===== config.mk =====
export PLATFORM = sky130hd
export DESIGN_NAME = pressure_sensor_if
export DESIGN_NICKNAME = d
export VERILOG_FILES = /design/src/logic/pressure_types_pkg.sv /design/src/logic/coef_mem.sv /design/src/logic/pressure_sensor_if.sv
export VERILOG_INCLUDE_DIRS = /design/src /design/src/logic
export SDC_FILE = /design/constraint.sdc
export NUM_CORES = 1
export LEC_CHECK = 0
export BUFFER_PORTS_ARGS = -buffer_cell sky130_fd_sc_hd__buf_4
export CORE_MARGIN = 3
export CORE_UTILIZATION = 61
export CTS_CLUSTER_SIZE = 10
export DETAILED_ROUTE_END_ITERATION = 8
export PLACE_DENSITY = 0.79
export SLEW_MARGIN = 15
export SYNTH_ARGS = -nofsm -noshare
export SYNTH_HDL_FRONTEND = slang
export SYNTH_SLANG_ARGS = --single-unit

===== constraint.sdc =====
create_clock -name clk_sys -period 16.95 [get_ports clk_sys]
set_clock_uncertainty 0.05 [all_clocks]
set_input_delay 3.39 -clock clk_sys [delete_from_list [all_inputs] [get_ports clk_sys]]
set_output_delay 3.39 -clock clk_sys [all_outputs]
set_load 0.05 [all_outputs]

===== src/logic/pressure_if_params.svh =====
// constants of the pressure sensor command and readout interface
`ifndef PRESSURE_IF_PARAMS_SVH
`define PRESSURE_IF_PARAMS_SVH

// status byte bit positions
`define ST_ALU_ERR      0
`define ST_CONFIG       1
`define ST_NVM_ERR      2
`define ST_MODE_LO      3
`define ST_MODE_HI      4
`define ST_BUSY         5
`define ST_POWER        6
`define ST_ZERO         7
`define MODE_NORMAL     2'h0
`define STATUS_OK       8'h40

// command codes
`define CMD_SINGLE      8'hAA
`define CMD_AVG2        8'hAC
`define CMD_AVG4        8'hAD
`define CMD_AVG8        8'hAE
`define CMD_AVG16       8'hAF
`define CMD_READ        8'hF0
`define MEM_FIRST       8'h2F
`define MEM_LAST        8'h38

// link framing
`define I2C_ADDR        7'h28
`define BITS_PER_BYTE   4'h8
`define REC_LAST        3'h6
`define IDX_MAX         3'h7
`define SPI_CMD_LAST    3'h2

// coefficient store
`define MEM_WORDS       10
`define MEM_AW          4

`endif


===== src/logic/pressure_types_pkg.sv =====
// state types of the pressure sensor interface
package pressure_types_pkg;

	typedef enum logic [2:0] {
		C_IDLE = 3'b001,
		C_CONV = 3'b010,
		C_MEM  = 3'b100
	} core_state_t;

	typedef enum logic [6:0] {
		I_IDLE = 7'b0000001,
		I_ADDR = 7'b0000010,
		I_AACK = 7'b0000100,
		I_RX   = 7'b0001000,
		I_RACK = 7'b0010000,
		I_TX   = 7'b0100000,
		I_TACK = 7'b1000000
	} i2c_state_t;

endpackage : pressure_types_pkg


===== src/logic/coef_mem.sv =====
// coefficient word store with registered read data
`timescale 1ns/100ps
`include "pressure_if_params.svh"

module coef_mem (
	input  wire logic                  clk_sys,
	input  wire logic                  rst,
	input  wire logic                  wr_en,
	input  wire logic [`MEM_AW-1:0]    wr_addr,
	input  wire logic [15:0]           wr_data,
	input  wire logic                  rd_en,
	input  wire logic [`MEM_AW-1:0]    rd_addr,
	output logic      [15:0]           rd_data_r,
	output logic                       rd_valid_r
);

	logic [15:0] words [0:`MEM_WORDS-1];

	// factory load port, no reset on the array itself
	always_ff @(posedge clk_sys) begin
		if (wr_en) begin
			words[wr_addr] <= wr_data;
		end
	end

	always_ff @(posedge clk_sys or posedge rst) begin
		if (rst) begin
			rd_data_r  <= 16'h0000;
			rd_valid_r <= 1'b0;
		end else begin
			rd_valid_r <= rd_en;
			if (rd_en) begin
				rd_data_r <= words[rd_addr];
			end
		end
	end

endmodule : coef_mem


===== src/logic/pressure_sensor_if.sv =====
// command decoder, readout record and i2c/spi slave of the pressure sensor
// How it works
// [RULE1] readout: status, pressure msb-first, temperature msb-first
// [RULE2] memory readout: status, word high, word low
// [RULE3] error-free finished reading gives status 0x40
// [RULE4] status bit 6 shows power on
// [RULE5] status bit 5 is busy flag
// [RULE6] status bits 4:3 report mode, 00 normal
// [RULE7] status bit 2 flags memory checksum failure
// [RULE8] status bit 0 flags arithmetic unit error
// [RULE9] status bits 1 and 7 read zero
// [RULE10] core idles after power-up awaiting command
// [RULE11] measurement command: eoc low, busy, active
// [RULE12] finish: load results, eoc high, idle
// [RULE13] i2c seven-byte read returns whole record
// [RULE14] i2c host polls status until not busy
// [RULE15] i2c answers own 7-bit address, r/w bit
// [RULE16] spi host starts measurement with three bytes
// [RULE17] spi memory request returns status, two undefined
// [RULE18] spi 0xF0 returns status, idle or active
// [RULE19] spi host reads with 0xF0 plus six zeros
// [RULE20] host sends only defined command codes
// [RULE21] host waits before reading memory word
// [RULE22] host rebuilds coefficients from memory words
// [RULE23] start command: one byte i2c, three spi
// [RULE24] spi memory data read is three bytes
// [RULE25] averaging completes all conversions before update
`timescale 1ns/100ps
`include "pressure_if_params.svh"

module pressure_sensor_if (
	input  wire logic                clk_sys,
	input  wire logic                rst,
	input  wire logic                scl_in,
	input  wire logic                sda_in,
	output logic                     sda_out,
	output logic                     sda_oe,
	input  wire logic                cs_n_in,
	input  wire logic                sclk_in,
	input  wire logic                mosi_in,
	output logic                     miso_out,
	output logic                     miso_oe,
	output logic                     eoc_out,
	output logic                     conv_req,
	input  wire logic                conv_done,
	input  wire logic [23:0]         conv_press,
	input  wire logic [23:0]         conv_temp,
	input  wire logic                alu_err_in,
	input  wire logic                nvm_fail_in,
	input  wire logic                coef_wr_en,
	input  wire logic [`MEM_AW-1:0]  coef_wr_addr,
	input  wire logic [15:0]         coef_wr_data
);

	// pin synchronisers: scl, sda, cs_n, sclk, mosi
	logic [4:0] sync1_r, sync2_r, prev_r;
	always_ff @(posedge clk_sys or posedge rst) begin
		if (rst) begin
			sync1_r <= 5'h07; // pin idle levels, so no false edge after reset
			sync2_r <= 5'h07;
			prev_r  <= 5'h07;
		end else begin
			sync1_r <= {mosi_in, sclk_in, cs_n_in, sda_in, scl_in};
			sync2_r <= sync1_r;
			prev_r  <= sync2_r;
		end
	end

	wire scl_w      = sync2_r[0];
	wire sda_w      = sync2_r[1];
	wire cs_act_w   = ~sync2_r[2];
	wire mosi_w     = sync2_r[4];
	wire scl_rise_w = scl_w & ~prev_r[0];
	wire scl_fall_w = ~scl_w & prev_r[0];
	wire i2c_start  = scl_w & prev_r[0] & prev_r[1] & ~sda_w;
	wire i2c_stop   = scl_w & prev_r[0] & ~prev_r[1] & sda_w;
	wire cs_fall_w  = cs_act_w & prev_r[2];
	wire sclk_rise  = sync2_r[3] & ~prev_r[3];
	wire sclk_fall  = ~sync2_r[3] & prev_r[3];

	function automatic logic is_meas(input logic [7:0] c);
		is_meas = (c == `CMD_SINGLE) || (c == `CMD_AVG2) || (c == `CMD_AVG4) ||
			(c == `CMD_AVG8) || (c == `CMD_AVG16);
	endfunction : is_meas

	function automatic logic [2:0] avg_shift(input logic [7:0] c);
		case (c)
			`CMD_AVG2:  avg_shift = 3'h1;
			`CMD_AVG4:  avg_shift = 3'h2;
			`CMD_AVG8:  avg_shift = 3'h3;
			`CMD_AVG16: avg_shift = 3'h4;
			default:    avg_shift = 3'h0;
		endcase
	endfunction : avg_shift

	// core state
	pressure_types_pkg::core_state_t core_r;
	logic        busy_r, eoc_r, conv_req_r, alu_err_r, mem_mode_r, mem_rd_r;
	logic [2:0]  avg_sh_r;
	logic [4:0]  left_r;
	logic [27:0] sum_p_r, sum_t_r;
	logic [23:0] press_r, temp_r;
	logic [15:0] mem_word_r, mem_rdata;
	logic [`MEM_AW-1:0] mem_addr_r;
	logic        mem_vld;

	wire [7:0] status_w = {1'b0, 1'b1, busy_r, `MODE_NORMAL,
		nvm_fail_in, 1'b0, alu_err_r}; // [RULE3] [RULE4] [RULE5] [RULE6] [RULE7] [RULE8] [RULE9]
	// record passed in whole, so callers in continuous assigns track every field
	wire [55:0] rec_w = {status_w, mem_mode_r ? mem_word_r : press_r[23:8],
		press_r[7:0], temp_r}; // [RULE1] [RULE2]

	function automatic logic [7:0] rec_byte(input logic [2:0] i, input logic [55:0] r);
		case (i)
			3'h0:    rec_byte = r[55:48];
			3'h1:    rec_byte = r[47:40];
			3'h2:    rec_byte = r[39:32];
			3'h3:    rec_byte = r[31:24];
			3'h4:    rec_byte = r[23:16];
			3'h5:    rec_byte = r[15:8];
			3'h6:    rec_byte = r[7:0];
			default: rec_byte = 8'h00;
		endcase
	endfunction : rec_byte

	// command strobes from either link
	logic       i2c_cmd_stb_r, spi_cmd_stb_r;
	logic [7:0] i2c_cmd_r, spi_first_r;
	wire        cmd_stb_w = i2c_cmd_stb_r | spi_cmd_stb_r;
	wire [7:0]  cmd_w     = i2c_cmd_stb_r ? i2c_cmd_r : spi_first_r;
	wire        is_mem_w  = (cmd_w >= `MEM_FIRST) && (cmd_w <= `MEM_LAST);
	wire [7:0]  mem_off_w = cmd_w - `MEM_FIRST;
	wire [27:0] sum_p_nxt = sum_p_r + {4'h0, conv_press};
	wire [27:0] sum_t_nxt = sum_t_r + {4'h0, conv_temp};
	wire [27:0] avg_p_w   = sum_p_nxt >> avg_sh_r;
	wire [27:0] avg_t_w   = sum_t_nxt >> avg_sh_r;

	coef_mem u_mem (
		.clk_sys    (clk_sys),
		.rst        (rst),
		.wr_en      (coef_wr_en),
		.wr_addr    (coef_wr_addr),
		.wr_data    (coef_wr_data),
		.rd_en      (mem_rd_r),
		.rd_addr    (mem_addr_r),
		.rd_data_r  (mem_rdata),
		.rd_valid_r (mem_vld)
	);

	// commands arriving while busy are dropped; the host is meant to poll first
	always_ff @(posedge clk_sys or posedge rst) begin
		if (rst) begin
			core_r     <= pressure_types_pkg::C_IDLE; // [RULE10]
			busy_r     <= 1'b0;
			eoc_r      <= 1'b1;
			conv_req_r <= 1'b0;
			alu_err_r  <= 1'b0;
			mem_mode_r <= 1'b0;
			mem_rd_r   <= 1'b0;
			mem_addr_r <= '0;
			avg_sh_r   <= 3'h0;
			left_r     <= 5'h00;
			sum_p_r    <= 28'h0000000;
			sum_t_r    <= 28'h0000000;
			press_r    <= 24'h000000;
			temp_r     <= 24'h000000;
			mem_word_r <= 16'h0000;
		end else begin
			conv_req_r <= 1'b0;
			mem_rd_r   <= 1'b0;
			case (core_r)
				pressure_types_pkg::C_IDLE: begin
					if (cmd_stb_w && is_meas(cmd_w)) begin
						core_r     <= pressure_types_pkg::C_CONV; // [RULE11]
						busy_r     <= 1'b1;
						eoc_r      <= 1'b0;
						conv_req_r <= 1'b1;
						alu_err_r  <= 1'b0;
						mem_mode_r <= 1'b0;
						avg_sh_r   <= avg_shift(cmd_w);
						left_r     <= 5'h01 << avg_shift(cmd_w);
						sum_p_r    <= 28'h0000000;
						sum_t_r    <= 28'h0000000;
					end else if (cmd_stb_w && is_mem_w) begin
						core_r     <= pressure_types_pkg::C_MEM;
						busy_r     <= 1'b1;
						mem_mode_r <= 1'b1;
						mem_rd_r   <= 1'b1;
						mem_addr_r <= mem_off_w[`MEM_AW-1:0];
					end
				end
				pressure_types_pkg::C_CONV: begin
					if (alu_err_in) begin
						alu_err_r <= 1'b1; // [RULE8]
					end
					if (conv_done) begin
						sum_p_r <= sum_p_nxt;
						sum_t_r <= sum_t_nxt;
						if (left_r == 5'h01) begin
							press_r <= avg_p_w[23:0]; // [RULE12]
							temp_r  <= avg_t_w[23:0];
							eoc_r   <= 1'b1;
							busy_r  <= 1'b0;
							core_r  <= pressure_types_pkg::C_IDLE;
						end else begin
							left_r     <= left_r - 5'h01; // [RULE25]
							conv_req_r <= 1'b1;
						end
					end
				end
				pressure_types_pkg::C_MEM: begin
					if (mem_vld) begin
						mem_word_r <= mem_rdata; // [RULE2]
						busy_r     <= 1'b0;
						core_r     <= pressure_types_pkg::C_IDLE;
					end
				end
				default: core_r <= pressure_types_pkg::C_IDLE;
			endcase
		end
	end

	// i2c slave, idle while the spi select is active
	pressure_types_pkg::i2c_state_t i2c_st_r;
	logic [3:0] i2c_cnt_r;
	logic [7:0] i2c_sh_r, i2c_tx_r;
	logic [2:0] i2c_idx_r;
	logic       i2c_rw_r, i2c_ack_r, sda_oe_r;
	wire  [7:0] i2c_byte_w = rec_byte(i2c_idx_r, rec_w);
	wire  [2:0] i2c_idx_nxt = (i2c_idx_r == `IDX_MAX) ? i2c_idx_r : i2c_idx_r + 3'h1;

	always_ff @(posedge clk_sys or posedge rst) begin
		if (rst) begin
			i2c_st_r      <= pressure_types_pkg::I_IDLE;
			i2c_cnt_r     <= 4'h0;
			i2c_sh_r      <= 8'h00;
			i2c_tx_r      <= 8'h00;
			i2c_idx_r     <= 3'h0;
			i2c_rw_r      <= 1'b0;
			i2c_ack_r     <= 1'b0;
			sda_oe_r      <= 1'b0;
			i2c_cmd_stb_r <= 1'b0;
			i2c_cmd_r     <= 8'h00;
		end else begin
			i2c_cmd_stb_r <= 1'b0;
			if (!cs_act_w && i2c_start) begin
				i2c_st_r  <= pressure_types_pkg::I_ADDR;
				i2c_cnt_r <= 4'h0;
				sda_oe_r  <= 1'b0;
			end else if (cs_act_w || i2c_stop) begin
				i2c_st_r <= pressure_types_pkg::I_IDLE;
				sda_oe_r <= 1'b0;
			end else begin
				case (i2c_st_r)
					pressure_types_pkg::I_IDLE: i2c_cnt_r <= 4'h0;
					pressure_types_pkg::I_ADDR: begin
						if (scl_rise_w) begin
							i2c_sh_r  <= {i2c_sh_r[6:0], sda_w};
							i2c_cnt_r <= i2c_cnt_r + 4'h1;
						end else if (scl_fall_w && i2c_cnt_r == `BITS_PER_BYTE) begin
							i2c_cnt_r <= 4'h0;
							if (i2c_sh_r[7:1] == `I2C_ADDR) begin
								sda_oe_r  <= 1'b1; // [RULE15]
								i2c_rw_r  <= i2c_sh_r[0];
								i2c_idx_r <= 3'h0;
								i2c_st_r  <= pressure_types_pkg::I_AACK;
							end else begin
								i2c_st_r <= pressure_types_pkg::I_IDLE;
							end
						end
					end
					pressure_types_pkg::I_AACK: begin
						if (scl_fall_w && i2c_rw_r) begin
							i2c_tx_r  <= i2c_byte_w; // [RULE13]
							sda_oe_r  <= ~i2c_byte_w[7];
							i2c_idx_r <= i2c_idx_nxt;
							i2c_st_r  <= pressure_types_pkg::I_TX;
						end else if (scl_fall_w) begin
							sda_oe_r <= 1'b0;
							i2c_st_r <= pressure_types_pkg::I_RX;
						end
					end
					pressure_types_pkg::I_RX: begin
						if (scl_rise_w) begin
							i2c_sh_r  <= {i2c_sh_r[6:0], sda_w};
							i2c_cnt_r <= i2c_cnt_r + 4'h1;
						end else if (scl_fall_w && i2c_cnt_r == `BITS_PER_BYTE) begin
							i2c_cnt_r <= 4'h0;
							sda_oe_r  <= 1'b1;
							i2c_st_r  <= pressure_types_pkg::I_RACK;
							i2c_idx_r <= 3'h1;
							if (i2c_idx_r == 3'h0) begin
								i2c_cmd_stb_r <= 1'b1; // [RULE23]
								i2c_cmd_r     <= i2c_sh_r;
							end
						end
					end
					pressure_types_pkg::I_RACK: begin
						if (scl_fall_w) begin
							sda_oe_r <= 1'b0;
							i2c_st_r <= pressure_types_pkg::I_RX;
						end
					end
					pressure_types_pkg::I_TX: begin
						if (scl_rise_w) begin
							i2c_tx_r  <= {i2c_tx_r[6:0], 1'b0};
							i2c_cnt_r <= i2c_cnt_r + 4'h1;
						end else if (scl_fall_w && i2c_cnt_r == `BITS_PER_BYTE) begin
							i2c_cnt_r <= 4'h0;
							sda_oe_r  <= 1'b0;
							i2c_st_r  <= pressure_types_pkg::I_TACK;
						end else if (scl_fall_w) begin
							sda_oe_r <= ~i2c_tx_r[7];
						end
					end
					pressure_types_pkg::I_TACK: begin
						if (scl_rise_w) begin
							i2c_ack_r <= ~sda_w;
						end else if (scl_fall_w && i2c_ack_r) begin
							i2c_tx_r  <= i2c_byte_w; // [RULE1]
							sda_oe_r  <= ~i2c_byte_w[7];
							i2c_idx_r <= i2c_idx_nxt;
							i2c_st_r  <= pressure_types_pkg::I_TX;
						end else if (scl_fall_w) begin
							i2c_st_r <= pressure_types_pkg::I_IDLE;
						end
					end
					default: i2c_st_r <= pressure_types_pkg::I_IDLE;
				endcase
			end
		end
	end

	// spi slave, mode 0; miso has about one and a half clk_sys of margin per half bit
	logic [2:0] spi_cnt_r, spi_idx_r;
	logic [7:0] spi_rx_r, spi_tx_r;
	logic       miso_r, miso_oe_r;
	wire  [7:0] spi_full_w = {spi_rx_r[6:0], mosi_w};
	wire  [2:0] spi_idx_nxt = (spi_idx_r == `IDX_MAX) ? spi_idx_r : spi_idx_r + 3'h1;
	wire  [7:0] spi_byte_w = (spi_idx_r == 3'h0) ? status_w :
		(spi_first_r == `CMD_READ) ? rec_byte(spi_idx_r, rec_w) : 8'h00; // [RULE17] [RULE24]

	always_ff @(posedge clk_sys or posedge rst) begin
		if (rst) begin
			spi_cnt_r     <= 3'h0;
			spi_idx_r     <= 3'h0;
			spi_rx_r      <= 8'h00;
			spi_tx_r      <= 8'h00;
			spi_first_r   <= 8'h00;
			spi_cmd_stb_r <= 1'b0;
			miso_r        <= 1'b0;
			miso_oe_r     <= 1'b0;
		end else begin
			spi_cmd_stb_r <= 1'b0;
			if (!cs_act_w) begin
				spi_cnt_r <= 3'h0;
				spi_idx_r <= 3'h0;
				miso_oe_r <= 1'b0;
			end else if (cs_fall_w) begin
				spi_tx_r  <= status_w; // [RULE18]
				miso_r    <= status_w[7];
				miso_oe_r <= 1'b1;
			end else if (sclk_rise) begin
				spi_rx_r  <= spi_full_w;
				spi_cnt_r <= spi_cnt_r + 3'h1;
				if (spi_cnt_r == 3'h7) begin
					spi_idx_r <= spi_idx_nxt;
					if (spi_idx_r == 3'h0) begin
						spi_first_r <= spi_full_w;
					end
					if (spi_idx_r == `SPI_CMD_LAST && spi_first_r != `CMD_READ) begin
						spi_cmd_stb_r <= 1'b1; // [RULE23]
					end
				end
			end else if (sclk_fall && spi_cnt_r == 3'h0) begin
				spi_tx_r <= spi_byte_w; // [RULE1]
				miso_r   <= spi_byte_w[7];
			end else if (sclk_fall) begin
				spi_tx_r <= {spi_tx_r[6:0], 1'b0};
				miso_r   <= spi_tx_r[6];
			end
		end
	end

	assign sda_out  = 1'b0;
	assign sda_oe   = sda_oe_r;
	assign miso_out = miso_r;
	assign miso_oe  = miso_oe_r;
	assign eoc_out  = eoc_r;
	assign conv_req = conv_req_r;
endmodule : pressure_sensor_if


After elaboration in Yosys (flattened, before gate mapping) --
Memory sizes are Yosys's and may differ from the RTL's. A register that Yosys moved wholly into a read port is not among the register bits. Cells that the tools add are included.
Cells by class: add/subtract/negate cells 8, $lt $le $gt $ge 2, equal/unequal tests 68, shifts and indexed selects 3, muxes and demuxes 125, bitwise operators 25, reduce and logical (&&, ||, !) cells 55
Operator list (count):
- 7-bit two-way mux | 17
- 28-bit case mux with 2 select lines | 2
- 28-bit two-way mux | 3
- 3-bit two-way mux | 25
- 28-bit by 24-bit adder with 28-bit output | 2
- 8-bit two-way mux | 7
- 8-bit case mux with 7 select lines | 1
- 28-bit by 3-bit right shift with 24-bit output | 2
- 1-bit two-way mux | 49
- 7-bit case mux with 7 select lines | 1
- 8-bit equality test (second input constant) | 6
- 8-bit case mux with 6 select lines | 1
- 2-bit inequality test (second input constant) | 18
- 4-bit inequality test (second input constant) | 9
- 3-bit equality test (second input constant) | 10
- 3-bit case mux with 4 select lines | 2
- 8-bit case mux with 3 select lines | 1
- 4-bit AND reduction | 6
- 3-bit AND reduction | 7
- 16-bit two-way mux | 1
- 4-bit two-way mux | 4
- 3-bit by 2-bit equality test with 1-bit output (second input constant) | 5
- 5-bit two-way mux | 3
- 7-bit by 6-bit equality test with 1-bit output (second input constant) | 2
- 46 further kinds | 102
Storage, ports and cells: register bits after elaboration 229, RAM bits 160, bits of input ports 79, output and inout bits 6, memories kept 1
Memory list:
- u_mem.words | depth 10, width 16, rd ports 1, clocked after memory_dff 1, wr ports 1, line coef_mem.sv:17 | logic [15:0] words [0:`MEM_WORDS-1];

Depth between registers and ports, before layout --
Gate-level depths: netlist of the first run.
depth in word-level cells 12, mapped depth 13, gate-level depth less buffers 11

Modules after synthesis --
From an unflattened synthesis of the first run, not the netlist that was laid out.
Unflattened totals: cell total of the unflattened synthesis 2069, area total of the unflattened synthesis 22126.2 um2
Modules (own cells, without submodules):
- pressure_sensor_if | times used 1, cells an instance 1672, area an instance 15268.4 um2, sequential area each 5720.5 um2
- coef_mem | times used 1, cells an instance 397, area an instance 6857.8 um2, sequential area each 5230.0 um2

Least setup slack after synthesis of the first run --
Ideal clock, no wire load.
kind input to register, start in conv_temp[0], end reg temp_r[17], library setup time 0.118 ns, arrival 6.137 ns, data required time 16.782 ns, setup slack 10.645 ns, cell stages on the path 11, cells stage by stage ha_1 > fa_1 > a21o_1 > a221o_1 > a221oi_4 > o21bai_2 > a211oi_2 > xnor2_1 > mux4_2 > a22o_1 > a21o_1
Between the ends: longest elaborated chain between the ends 2
Ends and longest elaborated chain:
- from (decl) | line pressure_sensor_if.sv:47 | input wire logic [23:0] conv_temp,
- 28-bit by 24-bit adder with 28-bit output | line pressure_sensor_if.sv:134 | wire [27:0] sum_t_nxt = sum_t_r + {4'h0, conv_temp};
- 28-bit by 3-bit right shift with 24-bit output | line pressure_sensor_if.sv:136 | wire [27:0] avg_t_w = sum_t_nxt >> avg_sh_r;
- to (signal assigned) | line pressure_sensor_if.sv:201 | temp_r <= avg_t_w[23:0];
- to (decl) | line pressure_sensor_if.sv:102 | logic [23:0] press_r, temp_r;
No other way between the ends. A chain may end at the register's enable or synchronous reset.

Worst setup path after layout of the first run --
start in conv_press[0], end reg press_r[22]
Between the ends: longest elaborated chain between the ends 2
Ends and longest elaborated chain:
- from (decl) | line pressure_sensor_if.sv:46 | input wire logic [23:0] conv_press,
- 28-bit by 24-bit adder with 28-bit output | line pressure_sensor_if.sv:133 | wire [27:0] sum_p_nxt = sum_p_r + {4'h0, conv_press};
- 28-bit by 3-bit right shift with 24-bit output | line pressure_sensor_if.sv:135 | wire [27:0] avg_p_w = sum_p_nxt >> avg_sh_r;
- to (signal assigned) | line pressure_sensor_if.sv:200 | press_r <= avg_p_w[23:0];
- to (decl) | line pressure_sensor_if.sv:102
No other way between the ends.

==> summary.md, run 1 <==
| Metric | Value |
|---|---|
| Outcome | `completed` |
| Post CTS Setup Buffer Count | `0` |
| Root buffer cell | `clkbuf_16` |
| Max-Cap Viols | `0` |
| Multiplexer share of the synthesized area | `0.109` |
| GR Util All Layers | `0.293` |
| Inserted Diodes | `0` |
| Seq/Total Area, Yosys | `0.498` |
| Routed Antenna Nets | `0` |
| Mean post-synth cell area | `10.7 sq um` |
| Largest net degree at the start of global routing | `about 120` |
| Clock Latency Late Sink | `0.57 ns` |
| CP Cell Sequence | `buf_4 -> ha_1 -> fa_1 -> a211oi_1 -> o211ai_1 -> a21oi_2 -> o31ai_1 -> a311oi_1 -> xnor2_1 -> mux4_2 -> a221oi_1 -> nor2_1` |
| Top cells by area, synth | `dfrtp_1 (26%), edfxtp_1 (22%), mux4_2 (5.0%)` |
| Yosys top cell by area | `dfrtp_1` |
| CTS max path bufs | `3` |
| Netlist area before placement | `0.0220 sq mm` |
| Final setup vio count | `0` |
| Input/output buffers | `83` |
| Finished Cell Area | `about 0.024 sq mm` |
| Vias | `16800` |
| Slowest stage delay, CP | `about 0.53 ns` |
| EDFF count, synth | `160` |
| Crit-path slowest cell | `mux4_2` |
| Simple-gate area share of the yosys netlist | `0.125` |
| Layout Nets | `between 2000 and 2500` |
| Hold-fix buffers at CTS | `0` |
| CP Capture Type | `flop` |
| XOR/XNOR Fraction of Synth Area | `0.0219` |
| Max FO, Critical Path | `5` |
| Peak VDD IR | `0.126 mV` |
| Main combinational cell family by area after synthesis | `compound AO/OA/AOI/OAI gates` |
| Post-layout util | `0.693` |
| RSZ-0062 raised after global routing | `no` |
| Distinct cells, synth | `86` |
| CP required | `17.34 ns` |
| Compound-Gate Fraction of Synth Area | `0.172` |
| Pwr/cell area | `around 140 mW/mm^2` |
| # H-tree levels | `2` |
| Final Hold Viols | `0` |
| CTS tree | `built` |
| Initial antenna violation count | `0` |
| WL final | `56600 um` |
| Critical path class | `in2reg` |
| TNS Setup | `0 ns` |
| Worst-margin pin slew | `approximately 1.1 ns` |
| Final Max Tran Viols | `0` |
| Worst Hold Class | `reg2reg` |
| Max Fclk | `roughly 160 MHz` |
| Inserted Clock Buffers | `47` |
| First-pass GRT wire length | `90500 um` |
| Clock transition at the registers of the reported paths | `approximately 0.05 ns` |
| Asr flop ratio synth | `0.605` |
| GP Congestion | `0.955` |
| Wirelength per Cell | `22.0 um` |
| CP Launch Type | `primary input` |
| Post-CTS sizing | `0` |
| Global route overflow | `0` |
| Top-area cell type share of the netlist area | `0.265` |
| Clk sink count | `405` |
| Cell Area, Placed | `0.0229 sq mm` |
| Post-layout min period | `6.30 ns` |
| Drc violations | `0` |
| Final period util | `0.372` |
| Predominant post-synthesis flop cell | `dfrtp_1` |
| Arr. time, crit path | `6.69 ns` |
| Via density | `6.54` |
| Share of cells above drive strength 1 | `0.151` |
| Row cnt | `just under 70` |
| DR pass1 iterations | `7` |
| Vias in the first global route | `around 17000` |
| Die W | `slightly below 200 um` |
| P_leak | `0.00968 uW` |
| Cell count after synthesis | `about 2000` |
| #FFs+latches synth | `405` |
| Full die area | `0.0384 sq mm` |
| Ports | `85` |
| Mapped Nets | `2206` |
| Starting density of the core | `0.628` |
| DP HPWL | `38100 um` |
| Synth-to-Final Area Change | `10.4%` |
| Synth warn | `0` |
| Die H | `196 um` |
| CORE AREA | `0.0351 sq mm` |
| Post-Synth Adder-Cell Area | `0.0422` |
| Max_slew headroom | `0.244` |
| Iter 0 DRT Violations | `about 1700` |
| Fillers | `2574` |
## placed cells by master (no fill, tap or decap), types with 15 or more instances in the layout
| cell | n |
|---|---|
| o31ai_1 | 24 |
| clkbuf_1 | 31 |
| o21ai_0 | 123 |
| nand3_1 | 30 |
| edfxtp_1 | 160 |
| nand2b_1 | 17 |
| clkbuf_16 | 48 |
| mux2_2 | 67 |
| o22ai_1 | 37 |
| xor2_1 | 26 |
| a22oi_1 | 24 |
| ha_1 | 71 |
| dfrtp_1 | 230 |
| mux4_2 | 49 |
| a21oi_1 | 142 |
| buf_4 | 100 |
| a211oi_1 | 48 |
| a21o_1 | 15 |
| inv_1 | 37 |
| nor2b_1 | 35 |
| nor2_1 | 152 |
| o211ai_1 | 17 |
| nor3_1 | 23 |
| xnor2_1 | 29 |
| nand2_1 | 257 |
| mux2i_1 | 55 |
## final timing paths
path                       cells past startpoint  slack (ns)           from           to
max in group asynchronous                      4       11.82            rst  sum_p_r[20]
setup reg to reg                              11       12.58  i2c_cmd_stb_r  sum_t_r[24]
hold reg to reg                                0        0.30     sync1_r[4]   sync2_r[4]
setup / recovery                              12       10.65  conv_press[0]  press_r[22]
hold / removal                                 0        0.30     sync1_r[4]   sync2_r[4]
min in group asynchronous                      2        2.88            rst   sum_t_r[0]
## cell families after synthesis
| group | count (synthesis) |
|---|---|
| DFF | 405 |
| muxes | 171 |
| and+or+nand+nor | 610 |
| xor gates and xnor gates | 55 |
| adders and majority gates | 73 |
| AOI/OAI and AO/OA | 580 |
| buffers and inverters | 159 |
| other | 1 |
## flip-flops by register name, summed over array words and instances, names as in the netlist, 4 cells and up
| signal | cells |
|---|---|
| u_mem.words | 160 |
| sum_p_r | 28 |
| sum_t_r | 28 |
| press_r | 24 |
| temp_r | 24 |
| mem_word_r | 16 |
| u_mem.rd_data_r | 16 |
| i2c_cmd_r | 8 |
| i2c_sh_r | 8 |
| i2c_tx_r | 8 |
| spi_first_r | 8 |
| i2c_st_r | 7 |
| spi_rx_r | 7 |
| spi_tx_r | 7 |
| left_r | 5 |
| sync1_r | 5 |
| sync2_r | 5 |
| i2c_cnt_r | 4 |
| mem_addr_r | 4 |
| prev_r | 4 |
## metal layers
metal,share of wire,global-route usage,vias to the layer above
met5,0,0,-
met4,0.020,0.0710,0
met3,0.061,0.0397,84
met2,0.49,0.497,682
met1,0.42,0.406,8333
li1,-,-,7739
## report_power, final
part / switching, uW / internal (uW) / total [uW]
registers: 91.9 / 1130 / 1230
logic: 779 / 496 / 1270
clock network: 397 / 544 / 941
## cell usage after synthesis, types with 29 or more instances
cell	n
nand3_1	30
ha_1	71
nor2b_1	35
a21oi_1	142
nor2_1	160
clkbuf_1	101
mux2_2	67
xnor2_1	29
o21ai_0	123
dfrtp_1	233
mux2i_1	55
o22ai_1	37
mux4_2	49
inv_1	38
edfxtp_1	160
a211oi_1	48
nand2_1	258
## per-stage QoR
stage          total power (uW)  hold slack, ns  std cells  setup slack (ns)
2_1_floorplan              2150           0.281       2054              6.80
3_5_place_dp               2480           0.286       2490             10.17
6_report                   3440           0.303       2575             10.65
3_3_place_gp               2450           0.284       2490             10.23
4_1_cts                    3430           0.305       2575             10.76
5_1_grt                    3620           0.309       2575             10.47
## worst max-delay path: cells and delay by family
kind                     cells  cell delay, ns
adder cells (fa/ha/maj)      2            0.66
buffers and inverters        1            0.11
multiplexers                 1            0.53
AND/OR/NAND/NOR              1            0.08
XOR/XNOR                     1            0.23
AO/OA/AOI/OAI                6            1.68
## area by class of cell
cell class	count	area, sq um	area share
repair buffers	100	751	0.0309
multi-input cells	1490	10500	0.430
clock buffers	82	1360	0.0559
inverters	40	158	0.00649
well taps	455	569	0.0234
flip-flops and latches	405	11000	0.451
clock inverters	3	55.1	0.00227
No activity file was read; power rests on OpenSTA's default activity.
==> run 2: changes to the inputs <==
==> constraint.sdc (replaced) <==
create_clock -name clk_sys -period 6.3 [get_ports clk_sys]
set_clock_uncertainty 0.05 [all_clocks]
set_input_delay 1.26 -clock clk_sys [delete_from_list [all_inputs] [get_ports clk_sys]]
set_output_delay 1.26 -clock clk_sys [all_outputs]
set_load 0.05 [all_outputs]
==> summary.md, run 2 (synthesis gave the netlist of run 1 again) <==
| Metric | Value |
|---|---|
| Initial antenna violation count | `0` |
| P_leak | `0.00967 uW` |
| Hold path cells | `0` |
| CP Launch Type | `primary input` |
| Sw Share | `0.370` |
| # H-tree levels | `2` |
| Final Max Tran Viols | `0` |
| Pwr/cell area | `381 mW/mm^2` |
| Reg-to-reg critical path startpoint | `i2c_cmd_stb_r` |
| DP HPWL | `37800 um` |
| Final setup vio count | `0` |
| First-pass GRT wire length | `91000 um` |
| Iter 0 DRT Violations | `1716` |
| Share of cells above drive strength 1 | `0.152` |
| GP Congestion | `0.957` |
| Peak VDD IR | `approximately 0.33 mV` |
| Max-Cap Viols | `0` |
| Hold-fix buffers at CTS | `0` |
| DR pass1 iterations | `9` |
| Critical path class | `in2reg` |
| Largest registers | `u_mem.words x160, sum_p_r x28, sum_t_r x28` |
| CORE AREA | `0.0351 sq mm` |
| GR Util All Layers | `0.295` |
| Max FFs per register | `160` |
| Commonest non-fill, non-tap cell in the layout | `nand2_1` |
| RSZ-0062 raised after global routing | `no` |
| Via density | `6.56` |
| Root buffer cell | `clkbuf_16` |
| Largest net degree at the start of global routing | `roughly 190` |
| CTS tree | `built` |
| Inserted Diodes | `0` |
| Max FO, Critical Path | `5` |
| Vias | `16900` |
| Arr. time, crit path | `4.65 ns` |
| Outcome | `completed` |
| Starting density of the core | `0.628` |
| Worst hold endpoint | `sync2_r[4]` |
| Row cnt | `68` |
| Sequential share of power | `0.355` |
| Int Pwr | `~6000 uW` |
| Most flop-heavy register | `u_mem.words` |
| Worst-margin pin slew | `1.14 ns` |
| Input/output buffers | `83` |
| Post CTS Setup Buffer Count | `0` |
| Vias in the first global route | `16800` |
| FF-to-FF path depth | `11` |
| TNS Setup | `0 ns` |
| Worst Hold Class | `reg2reg` |
| Fin Hold WS | `approximately 0.30 ns` |
| Full die area | `0.0384 sq mm` |
| RR Endpoint | `left_r[0]` |
| Die W | `around 200 um` |
| R2R setup slack | `2.10 ns` |
| Max Fclk | `237 MHz` |
| Final Hold Viols | `0` |
| Max_slew headroom | `0.242` |
| Wirelength per Cell | `22.0 um` |
| Layout Nets | `2235` |
| Routed Antenna Nets | `0` |
| Drc violations | `0` |
| Die H | `196 um` |
| Synth-to-Final Area Change | `10.5%` |
| Post-layout min period | `approximately 4.2 ns` |
| Global route overflow | `0` |
| Commonest non-fill, non-tap cells in the layout | `nand2_1 (257), dfrtp_1 (229), edfxtp_1 (160), nor2_1 (153), a21oi_1 (142)` |
| CP required | `6.72 ns` |
| Hold path start | `sync1_r[4]` |
| Final period util | `0.671` |
| Clock power share | `0.277` |
| CP Capture Type | `flop` |
| Ports | `85` |
| Clk sink count | `405` |
| WL final | `56600 um` |
| CTS max path bufs | `3` |
| Combinational Power Share | `0.368` |
| P_sw | `around 3400 uW` |
| Clock transition at the registers of the reported paths | `0.06 ns` |
| Clock Latency Late Sink | `0.60 ns` |
| Post-CTS sizing | `0` |
| Inserted Clock Buffers | `48` |
[run 2: how the worst max path moves through the flow]
stage             startpoint          end  slack [ns]  cells past startpoint
2_1_floorplan            rst    alu_err_r        1.78                      1
3_3_place_gp   conv_press[0]  press_r[22]        1.76                     12
3_5_place_dp   conv_press[0]  press_r[22]        1.64                     12
4_1_cts        i2c_cmd_stb_r    left_r[0]        1.91                     11
5_1_grt        i2c_cmd_stb_r    left_r[0]        1.67                     11
6_report       conv_press[0]  press_r[22]        2.07                     12
[run 2: layout make-up]
cell class                      count  area [sq um]
Timing Repair Buffer               98           748
Multi-Input combinational cell   1490         10500
Clock inverter                      7          92.6
Clock buffer                       81          1350
Inverter                           40           154
Tap cell                          455           569
Sequential cell                   405         11000
Fill cell                        2596         10700
[run 2: power by group through the flow]
stage | Combinational (uW) | Sequential (uW) | Clock, uW
2_1_floorplan | 2560 | 3230 | 0
3_3_place_gp | 3260 | 3320 | 0
3_5_place_dp | 3320 | 3330 | 0
4_1_cts | 3350 | 3280 | 2600
5_1_grt | 3750 | 3320 | 2710
6_report | 3410 | 3290 | 2570
[run 2: metrics by stage]
stage / power [uW] / utilization / instances / setup WS (ns) / instance area, sq um
final: 9270 / 0.694 / 2576 / 2.07 / 24300
after global routing: 9770 / 0.694 / 2576 / 1.67 / 24300
after CTS: 9240 / 0.693 / 2576 / 1.91 / 24300
after detailed placement: 6650 / 0.652 / 2488 / 1.64 / 22900
after global placement: 6570 / 0.652 / 2488 / 1.76 / 22900
after floorplan: 5790 / - / 2054 / 1.78 / 22000
[run 2: critical path, cell delays in order]
cell and delay [ns]:
buf_4 0.11, ha_1 0.24, fa_1 0.44, a211oi_1 0.35
o211ai_1 0.26, a21oi_2 0.30, o31ai_1 0.15, a311oi_1 0.36
xnor2_1 0.24, mux4_2 0.54, a221oi_1 0.32, nor2_1 0.09
[run 2: layer usage]
metal	GRT usage	vias to the layer above	wire [um]
met4	0.0903	0	1470
li1	-	7756	-
met2	0.477	698	26900
met5	0	-	0
met1	0.415	8322	24100
met3	0.0513	123	4050
